<file path="src/shared/usbep0_pkg.sv">
// usbep0_pkg: constants, field layout and carriers of the endpoint 0 block
package usbep0_pkg;

	// ******************************
	// register offsets
	// ******************************
	localparam logic [7:0] OFS_INDEX = 8'h0e;
	localparam logic [7:0] OFS_TX_MAX_PACKET = 8'h10;
	localparam logic [7:0] OFS_EP0_CONTROL_STATUS = 8'h12;
	localparam logic [7:0] OFS_EP0_RX_BYTE_COUNT = 8'h18;
	localparam logic [7:0] OFS_EP0_NAK_TIMEOUT_LIMIT = 8'h1b;
	localparam logic [7:0] OFS_CORE_CONFIG_INFO = 8'h1f;

	// ******************************
	// control/status field positions
	// ******************************
	localparam int BIT_PING_OFF = 11;
	localparam int BIT_FIFO_FLUSH = 8;
	localparam int BIT_SETUP_END_ACK = 7;
	localparam int BIT_NAK_TIMEOUT = 7;
	localparam int BIT_RX_PACKET_ACK = 6;
	localparam int BIT_STATUS_STAGE = 6;
	localparam int BIT_STALL_REQUEST = 5;
	localparam int BIT_IN_REQUEST = 5;
	localparam int BIT_SETUP_ABORT = 4;
	localparam int BIT_ERROR = 4;
	localparam int BIT_LAST_DATA = 3;
	localparam int BIT_SETUP_TOKEN = 3;
	localparam int BIT_STALL_SENT = 2;
	localparam int BIT_STALL_RECEIVED = 2;
	localparam int BIT_TX_LOADED = 1;
	localparam int BIT_RX_WAITING = 0;

	localparam int MAXP_LSB_MULT = 11;
	localparam logic [10:0] MAX_PAYLOAD_LIMIT = 11'h400;

	// ******************************
	// values after reset and counts
	// ******************************
	localparam logic [3:0] RST_INDEX = 4'h0;
	localparam logic [4:0] RST_NAK_LIMIT = 5'h00;
	localparam logic [15:0] RST_TX_MAX_PACKET = 16'h0000;
	localparam logic [7:0] RST_BYTE_COUNT = 8'h00;
	localparam logic [1:0] NO_RESP_ATTEMPTS = 2'h3;
	localparam logic [3:0] EP0_INDEX = 4'h0;

	// ******************************
	// link carriers
	// ******************************
	typedef struct packed {
		logic tx_done;
		logic rx_pkt;
		logic [7:0] rx_bytes;
		logic stall_tx;
		logic ctrl_end;
		logic stall_rx;
		logic no_resp;
		logic nak;
		logic resp_ok;
		logic frame_tick;
	} usbep0_evt_s;

	typedef struct packed {
		logic tx_ready;
		logic setup_token;
		logic in_go;
		logic stall_go;
		logic toggle_one;
		logic ping_off;
		logic flush;
		logic halted;
		logic [10:0] max_payload;
		logic [5:0] mult;
	} usbep0_cmd_s;

endpackage : usbep0_pkg

</file>
<file path="src/rtl/usbep0_ctrl.sv">
// usbep0_ctrl: endpoint 0 control/status registers and their link behaviour
// ******************************
// What this block does
// flush drops packet, clears loaded/waiting flags
// setup-end ack clears setup-abort, self-clears
// receive ack clears packet-waiting, self-clears
// stall request sends STALL, then self-clears
// early control end: abort flag, interrupt, flush
// software sets last-data mark; device clears it
// stall-sent flag set after STALL, software clears
// transmitted packet clears loaded bit, interrupts
// arriving packet sets waiting flag, interrupts
// host ping-suppress stops PING tokens
// NAK run over limit halts, sets timeout
// status request forces DATA1 toggle
// IN request starts IN, cleared on receive
// three unanswered attempts set error, interrupt
// setup select sends SETUP instead of OUT
// host stall-received flag sticky until cleared
// host receive sets waiting flag, interrupts
// read-only received byte count
// read-only configuration flags
// 5-bit NAK limit in frames
// max payload field up to 1024 bytes
// multiplier bits, effective value plus one
// 4-bit index selects visible endpoint registers
// role picks view; unused bits read zero
// ******************************
//
// Design decisions made here: the address map and the address-and-strobe port.
`timescale 1ns/1ps

module usbep0_ctrl
	import usbep0_pkg::*;
#(
	parameter bit OPT_BULK_COMBINE = 1'b0,
	parameter bit OPT_BULK_SPLIT = 1'b0,
	parameter bit OPT_BIG_ENDIAN = 1'b0,
	parameter bit OPT_HB_RX_ISO = 1'b0,
	parameter bit OPT_HB_TX_ISO = 1'b0,
	parameter bit OPT_DYNAMIC_FIFO = 1'b0,
	parameter bit OPT_SOFT_CONNECT = 1'b0,
	parameter bit OPT_PHY_WIDE = 1'b0,
	parameter bit OPT_MULT_WIDE = 1'b1
) (
	input wire logic sys_clk_i,
	input wire logic nrst_i,
	input wire logic host_mode_i,
	input wire logic [7:0] addr_i,
	input wire logic [15:0] wdata_i,
	input wire logic wr_i,
	input wire logic rd_i,
	output logic [15:0] rdata_o,
	input wire usbep0_evt_s evt_i,
	output usbep0_cmd_s cmd_o,
	output logic ep0_irq_o
);

	// ******************************
	// decode helpers
	// ******************************
	function automatic logic hit(input logic [7:0] ofs);
		hit = (addr_i == ofs);
	endfunction : hit

	function automatic logic [15:0] maxp_mask(input logic wide);
		if (!(OPT_HB_TX_ISO || OPT_BULK_SPLIT))
			maxp_mask = 16'h07ff;
		else if (wide)
			maxp_mask = 16'hffff;
		else
			maxp_mask = 16'h1fff;
	endfunction : maxp_mask

	logic [3:0] index_reg;
	logic [4:0] nak_limit_reg;
	logic [15:0] tx_max_packet_reg;
	logic [7:0] byte_count_reg;
	logic setup_abort_reg, stall_request_reg, last_data_reg, stall_sent_reg;
	logic tx_loaded_reg, rx_waiting_reg;
	logic ping_off_reg, nak_timeout_reg, status_stage_reg, in_request_reg;
	logic error_reg, setup_token_reg, stall_received_reg;
	logic nak_run_reg;
	logic [4:0] nak_frames_reg;
	logic [1:0] attempts_reg;
	logic [15:0] rdata_reg;
	logic irq_reg;
	usbep0_cmd_s cmd_reg;

	logic ep0_sel, csr_wr, flush_wr, early_end, err_hit, nak_hit;
	logic [15:0] csr_view;

	assign ep0_sel = (index_reg == EP0_INDEX);
	assign csr_wr = wr_i && hit(OFS_EP0_CONTROL_STATUS) && ep0_sel;
	assign flush_wr = csr_wr && wdata_i[BIT_FIFO_FLUSH];
	assign early_end = !host_mode_i && evt_i.ctrl_end && !last_data_reg;
	assign err_hit = host_mode_i && evt_i.no_resp && (attempts_reg == NO_RESP_ATTEMPTS - 2'h1);
	assign nak_hit = host_mode_i && nak_run_reg && evt_i.frame_tick && (nak_limit_reg != 5'h00)
		&& (nak_frames_reg + 5'h01 >= nak_limit_reg);

	// ******************************
	// index and plain registers
	// ******************************
	always_ff @(posedge sys_clk_i or negedge nrst_i) begin
		if (!nrst_i) begin
			index_reg <= RST_INDEX;
			nak_limit_reg <= RST_NAK_LIMIT;
			tx_max_packet_reg <= RST_TX_MAX_PACKET;
		end else if (wr_i) begin
			if (hit(OFS_INDEX))
				index_reg <= wdata_i[3:0];
			if (hit(OFS_EP0_NAK_TIMEOUT_LIMIT))
				nak_limit_reg <= wdata_i[4:0];
			if (hit(OFS_TX_MAX_PACKET) && ep0_sel) begin
				// payload clamps at the largest legal size
				if (wdata_i[10:0] > MAX_PAYLOAD_LIMIT)
					tx_max_packet_reg <= {wdata_i[15:11], MAX_PAYLOAD_LIMIT}
						& maxp_mask(OPT_MULT_WIDE);
				else
					tx_max_packet_reg <= wdata_i & maxp_mask(OPT_MULT_WIDE);
			end
		end
	end

	// ******************************
	// received byte count
	// ******************************
	always_ff @(posedge sys_clk_i or negedge nrst_i) begin
		if (!nrst_i)
			byte_count_reg <= RST_BYTE_COUNT;
		else if (evt_i.rx_pkt)
			byte_count_reg <= evt_i.rx_bytes;
		else if (flush_wr || early_end)
			byte_count_reg <= RST_BYTE_COUNT;
	end

	// ******************************
	// shared packet flags
	// ******************************
	always_ff @(posedge sys_clk_i or negedge nrst_i) begin
		if (!nrst_i) begin
			tx_loaded_reg <= 1'b0;
			rx_waiting_reg <= 1'b0;
		end else begin
			if (csr_wr && wdata_i[BIT_TX_LOADED] && !flush_wr)
				tx_loaded_reg <= 1'b1;
			else if (evt_i.tx_done || flush_wr || early_end || err_hit)
				tx_loaded_reg <= 1'b0;
			if (evt_i.rx_pkt)
				rx_waiting_reg <= 1'b1;
			else if (flush_wr || early_end)
				rx_waiting_reg <= 1'b0;
			else if (csr_wr && !host_mode_i && wdata_i[BIT_RX_PACKET_ACK])
				rx_waiting_reg <= 1'b0;
			else if (csr_wr && host_mode_i && !wdata_i[BIT_RX_WAITING])
				rx_waiting_reg <= 1'b0;
		end
	end

	// ******************************
	// peripheral-mode flags
	// ******************************
	always_ff @(posedge sys_clk_i or negedge nrst_i) begin
		if (!nrst_i) begin
			setup_abort_reg <= 1'b0;
			stall_request_reg <= 1'b0;
			last_data_reg <= 1'b0;
			stall_sent_reg <= 1'b0;
		end else begin
			if (early_end)
				setup_abort_reg <= 1'b1;
			else if (csr_wr && !host_mode_i && wdata_i[BIT_SETUP_END_ACK])
				setup_abort_reg <= 1'b0;
			if (!host_mode_i && evt_i.stall_tx)
				stall_request_reg <= 1'b0;
			else if (csr_wr && !host_mode_i && wdata_i[BIT_STALL_REQUEST])
				stall_request_reg <= 1'b1;
			if (evt_i.ctrl_end)
				last_data_reg <= 1'b0;
			else if (csr_wr && !host_mode_i && wdata_i[BIT_LAST_DATA])
				last_data_reg <= 1'b1;
			if (!host_mode_i && evt_i.stall_tx)
				stall_sent_reg <= 1'b1;
			else if (csr_wr && !host_mode_i && !wdata_i[BIT_STALL_SENT])
				stall_sent_reg <= 1'b0;
		end
	end

	// ******************************
	// host-mode flags
	// ******************************
	always_ff @(posedge sys_clk_i or negedge nrst_i) begin
		if (!nrst_i) begin
			ping_off_reg <= 1'b0;
			status_stage_reg <= 1'b0;
			in_request_reg <= 1'b0;
			setup_token_reg <= 1'b0;
			error_reg <= 1'b0;
			stall_received_reg <= 1'b0;
			nak_timeout_reg <= 1'b0;
		end else begin
			if (csr_wr && host_mode_i) begin
				ping_off_reg <= wdata_i[BIT_PING_OFF];
				status_stage_reg <= wdata_i[BIT_STATUS_STAGE];
				setup_token_reg <= wdata_i[BIT_SETUP_TOKEN];
			end
			if (host_mode_i && (evt_i.rx_pkt || err_hit))
				in_request_reg <= 1'b0;
			else if (csr_wr && host_mode_i)
				in_request_reg <= wdata_i[BIT_IN_REQUEST];
			if (err_hit)
				error_reg <= 1'b1;
			else if (csr_wr && host_mode_i && !wdata_i[BIT_ERROR])
				error_reg <= 1'b0;
			if (host_mode_i && evt_i.stall_rx)
				stall_received_reg <= 1'b1;
			else if (csr_wr && host_mode_i && !wdata_i[BIT_STALL_RECEIVED])
				stall_received_reg <= 1'b0;
			if (nak_hit)
				nak_timeout_reg <= 1'b1;
			else if (csr_wr && host_mode_i && !wdata_i[BIT_NAK_TIMEOUT])
				nak_timeout_reg <= 1'b0;
		end
	end

	// ******************************
	// attempt and NAK counters
	// ******************************
	always_ff @(posedge sys_clk_i or negedge nrst_i) begin
		if (!nrst_i) begin
			attempts_reg <= 2'h0;
			nak_run_reg <= 1'b0;
			nak_frames_reg <= 5'h00;
		end else begin
			if (evt_i.resp_ok || err_hit || !host_mode_i)
				attempts_reg <= 2'h0;
			else if (evt_i.no_resp)
				attempts_reg <= attempts_reg + 2'h1;
			if (evt_i.resp_ok || nak_hit || !host_mode_i) begin
				nak_run_reg <= 1'b0;
				nak_frames_reg <= 5'h00;
			end else begin
				if (evt_i.nak)
					nak_run_reg <= 1'b1;
				if (nak_run_reg && evt_i.frame_tick)
					nak_frames_reg <= nak_frames_reg + 5'h01;
			end
		end
	end

	// ******************************
	// read path
	// ******************************
	always_comb begin
		csr_view = 16'h0000;
		if (host_mode_i) begin
			csr_view[BIT_PING_OFF] = ping_off_reg;
			csr_view[BIT_NAK_TIMEOUT] = nak_timeout_reg;
			csr_view[BIT_STATUS_STAGE] = status_stage_reg;
			csr_view[BIT_IN_REQUEST] = in_request_reg;
			csr_view[BIT_ERROR] = error_reg;
			csr_view[BIT_SETUP_TOKEN] = setup_token_reg;
			csr_view[BIT_STALL_RECEIVED] = stall_received_reg;
		end else begin
			csr_view[BIT_STALL_REQUEST] = stall_request_reg;
			csr_view[BIT_SETUP_ABORT] = setup_abort_reg;
			csr_view[BIT_LAST_DATA] = last_data_reg;
			csr_view[BIT_STALL_SENT] = stall_sent_reg;
		end
		csr_view[BIT_TX_LOADED] = tx_loaded_reg;
		csr_view[BIT_RX_WAITING] = rx_waiting_reg;
	end

	always_ff @(posedge sys_clk_i or negedge nrst_i) begin
		if (!nrst_i)
			rdata_reg <= 16'h0000;
		else if (rd_i) begin
			case (addr_i)
				OFS_INDEX: rdata_reg <= {12'h000, index_reg};
				OFS_EP0_CONTROL_STATUS: rdata_reg <= ep0_sel ? csr_view : 16'h0000;
				OFS_EP0_RX_BYTE_COUNT: rdata_reg <= ep0_sel ? {8'h00, byte_count_reg} : 16'h0000;
				OFS_TX_MAX_PACKET: rdata_reg <= ep0_sel ? tx_max_packet_reg : 16'h0000;
				OFS_EP0_NAK_TIMEOUT_LIMIT: rdata_reg <= {11'h000, nak_limit_reg};
				OFS_CORE_CONFIG_INFO: rdata_reg <= {8'h00, OPT_BULK_COMBINE, OPT_BULK_SPLIT,
					OPT_BIG_ENDIAN, OPT_HB_RX_ISO, OPT_HB_TX_ISO, OPT_DYNAMIC_FIFO,
					OPT_SOFT_CONNECT, OPT_PHY_WIDE};
				default: rdata_reg <= 16'h0000;
			endcase
		end else
			rdata_reg <= 16'h0000;
	end

	// ******************************
	// link commands and event pulse
	// ******************************
	always_ff @(posedge sys_clk_i or negedge nrst_i) begin
		if (!nrst_i) begin
			cmd_reg <= '0;
			irq_reg <= 1'b0;
		end else begin
			// halted endpoint starts no OUT or IN transfer (tx_ready, in_go held low) until the timeout flag is cleared
			cmd_reg.tx_ready <= tx_loaded_reg && !(host_mode_i && nak_timeout_reg);
			cmd_reg.in_go <= host_mode_i && in_request_reg && !nak_timeout_reg;
			cmd_reg.setup_token <= host_mode_i && setup_token_reg && tx_loaded_reg;
			cmd_reg.stall_go <= !host_mode_i && stall_request_reg;
			cmd_reg.toggle_one <= host_mode_i && status_stage_reg
				&& (tx_loaded_reg || in_request_reg);
			cmd_reg.ping_off <= host_mode_i && ping_off_reg;
			cmd_reg.flush <= flush_wr || early_end || err_hit;
			cmd_reg.halted <= host_mode_i && nak_timeout_reg;
			cmd_reg.max_payload <= tx_max_packet_reg[10:0];
			cmd_reg.mult <= (OPT_HB_TX_ISO || OPT_BULK_SPLIT)
				? {1'b0, tx_max_packet_reg[15:MAXP_LSB_MULT]} + 6'h01 : 6'h01;
			irq_reg <= (evt_i.tx_done && tx_loaded_reg) || evt_i.rx_pkt
				|| early_end || err_hit;
		end
	end

	assign rdata_o = rdata_reg;
	assign cmd_o = cmd_reg;
	assign ep0_irq_o = irq_reg;
endmodule : usbep0_ctrl

</file>
<file path="config.mk">
export PLATFORM = sky130hd
export DESIGN_NAME = usbep0_ctrl
export DESIGN_NICKNAME = d
export VERILOG_FILES = /design/src/shared/usbep0_pkg.sv /design/src/rtl/usbep0_ctrl.sv
export SDC_FILE = /design/constraint.sdc
export NUM_CORES = 1
export LEC_CHECK = 0
export ABC_AREA = 1
export BUFFER_PORTS_ARGS = -buffer_cell sky130_fd_sc_hd__buf_2
export CAP_MARGIN = 20
export CORE_AREA = 2 2 105 132
export DETAILED_ROUTE_END_ITERATION = 8
export DIE_AREA = 0 0 107 134
export GPL_ROUTABILITY_DRIVEN = 1
export PLACE_DENSITY = 0.55
export SKIP_LAST_GASP = 1
export SLEW_MARGIN = 20
export SYNTH_ARGS = -nofsm -noshare
export SYNTH_HDL_FRONTEND = slang
export SYNTH_SLANG_ARGS = --single-unit
export TNS_END_PERCENT = 30
</file>
<file path="constraint.sdc">
create_clock -name sys_clk_i -period 2.7 [get_ports sys_clk_i]
set_clock_uncertainty 0.1 [all_clocks]
set_input_delay 0.54 -clock sys_clk_i [delete_from_list [all_inputs] [get_ports sys_clk_i]]
set_output_delay 0.54 -clock sys_clk_i [all_outputs]
set_load 0.01 [all_outputs]
</file>
==> impl_metrics.tcl <==
set metrics [dict create \
    clkLatencyLatePin_ps 330 \
    critical_path_end_type "flop" \
    final_antenna_net_count 0 \
    worst_ep_required_time_ps 2860 \
    power.switching_fraction 0.228 \
    root_buffer "sky130_fd_sc_hd__clkbuf_16" \
    cts_made_buffers 9 \
    utilization 0.357 \
    total_leakage_power_uw 0.00254 \
    worstHoldPathType "in2async" \
    boundaryPins 88 \
    dr.pass1.iters 5 \
    cts-root-to-sink-buffers 2 \
    row_count 47 \
    grt_pass1_vias 3164 \
    clockPowerShare 0.439 \
    p_switching_uw 620 \
    vdd_drop_max_uv 266 \
    path_clk_slew_ps 60 \
    share_comb_of_total_power 0.083 \
    port_buffer_cells 74 \
    final.setup.tns_ps 0 \
    grt.total_usage 0.140 \
    hold_viol_final 0 \
    internal-power_uw 2090 \
    fin_worst_hold_slack_ps 97.3 \
    synthCells 457 \
    global_route_wire_length_before_repair_mm 15.5 \
    post_cts_hold_buffer_count 0 \
    starting_utilization_of_the_core_area 0.293 \
    antenna_found_initial 1 \
    largest_register_ff_count 20 \
    die_area_um2 14300 \
    seq_power_share 0.478 \
    power_density_nw_per_um2 580 \
    ys_seq_elements 82 \
    layout-area-overhead-vs-synth_pct 21.9 \
    drv.max_cap_violation_count 0 \
    dpl.hpwl_mm 7.51 \
    path_max_fanout 6 \
    power_total_uw 2710 \
    tightestPinTransition_ps 546 \
    critical_path_class "reg2reg" \
    routed_wirelength_mm 9.42 \
    wl_per_cell_um 13.2 \
    drtIter0Drc 172 \
    via_per_inst 4.35 \
    fmax_mhz 482 \
    cts.sink_count 82 \
    core_area_um2 13100 \
    layout.cell_area.non_filler_um2 4680 \
    relSlewSlack 0.636 \
    regToRegEndpoint "nak_frames_reg[2]" \
    place_congestion 0.871 \
    count_of_pins_over_their_slew_limit 0 \
    yosys_warnings 0 \
    unrepaired_setup_endpoints_after_global_routing "no" \
    synth_cell_type_count 31 \
    cts-htree-levels 3 \
    die_h_um 134 \
    worst_setup_path_start_kind "flop" \
    net_count_of_the_finished_layout 592 \
    final_layout_size_suffix_gt1_frac 0.207 \
    timing.final.crit_period_ps 2080 \
    grt.overflow.total 0 \
    cts_tree "built" \
    crit-reg2reg-launch "nak_frames_reg[0]" \
    grt_start_max_net_pins 44 \
    reg2reg_setup_slack_ps 620 \
    fp.dieW_um 107 \
    remaining_drc_errors 0 \
    cts.repair_timing.setup_buffer_count 0 \
    postPlaceCellArea_um2 4380 \
    setup_violations 0 \
    timing.critical_path.arrival_ps 2240 \
    finalCritPeriodShare 0.769 \
    post_cts_resized 0 \
    worstSetupEndpoint "nak_frames_reg[2]" \
    num_vias 3105 \
    synth_area_per_cell_um2 8.40 \
    syn_area_um2 3840 \
    proportion_of_synthesized_chip_area_in_sequential_cells 0.535 \
    reg2regPathDepth 9 \
    outcome "completed" \
    critical_path.startpoint "nak_frames_reg[0]" \
]
## cells in the mapped netlist, drive strengths merged
cell    count  area, µm²
a21boi      1       7.51
a21oi       8       40.0
buf        11       87.6
clkbuf      1       3.75
clkinv      1       5.00
conb        2       7.51
dfrtp      82       2050
ha          7       87.6
inv        57        219
nand2     143        561
nand3      35        200
nand4       5       31.3
nor2       61        292
nor3       10       55.1
o21a        1       7.51
o21ai      27        139
o31ai       1       7.51
xor2        4       35.0
## how the worst min path moves through the flow
stage,endpoint,cells past startpoint
4_1_cts,cmd_o[16],1
3_3_place_gp,cmd_o[13],0
5_1_grt,cmd_o[9],1
6_report,rdata_o[9],1
3_5_place_dp,cmd_o[13],0
2_1_floorplan,attempts_reg[0],0
## kinds of logic after synthesis
family	synth area share
and+or+nand+nor	0.297
adders and majority gates	0.0228
xor gates and xnor gates	0.00913
other	0.00196
DFF	0.535
buffers and inverters	0.0822
AOI/OAI and AO/OA	0.0525
## power groups by stage
stage	registers, µW	logic (µW)	clock network, µW
floorplan	1320	119	0
global placement	1320	223	0
detailed placement	1320	228	0
CTS	1300	229	1230
global route	1300	257	1280
finish	1300	225	1190
## stage by stage
stage,std cells,setup slack (ps)
global placement,699,648
CTS,713,610
finish,714,623
global route,713,398
detailed placement,699,627
floorplan,465,866
## layout by cell type (no fill, tap or decap), drive strengths merged
cell / n
a21boi: 1
a21oi: 8
buf: 75
bufinv: 1
clkbuf: 11
clkinv: 3
conb: 10
dfrtp: 82
diode: 1
ha: 7
inv: 57
nand2: 143
nand3: 35
nand4: 5
nor2: 61
nor3: 10
o21a: 1
o21ai: 27
o31ai: 1
xor2: 4
## final cells by class
cell class,count,area [µm²]
Fill cell,1355,8440
Sequential cell,82,2050
Multi-Input combinational cell,313,1500
Timing Repair Buffer,75,393
Clock buffer,11,253
Inverter,58,224
Tap cell,171,214
Clock inverter,3,40.0
Antenna cell,1,2.50
## layer usage
layer  vias to the layer above  GRT usage  wire length, µm
li1                       1571          -                -
met1                      1429      0.162             3950
met2                        91      0.244             4660
met3                        14     0.0403              581
met4                         0     0.0505              231
met5                         -          0                0
## worst max-delay path, stage by stage (launching register included)
cell                      delay (ps)
sky130_fd_sc_hd__dfrtp_1         420
sky130_fd_sc_hd__ha_1            240
sky130_fd_sc_hd__nand3_1         100
sky130_fd_sc_hd__xor2_1          180
sky130_fd_sc_hd__ha_1            270
sky130_fd_sc_hd__a21oi_1         180
sky130_fd_sc_hd__nand3_1         110
sky130_fd_sc_hd__nand3_1         120
sky130_fd_sc_hd__nand2_1         160
sky130_fd_sc_hd__nor2_1          120
Power figures use the tool's default switching activity.
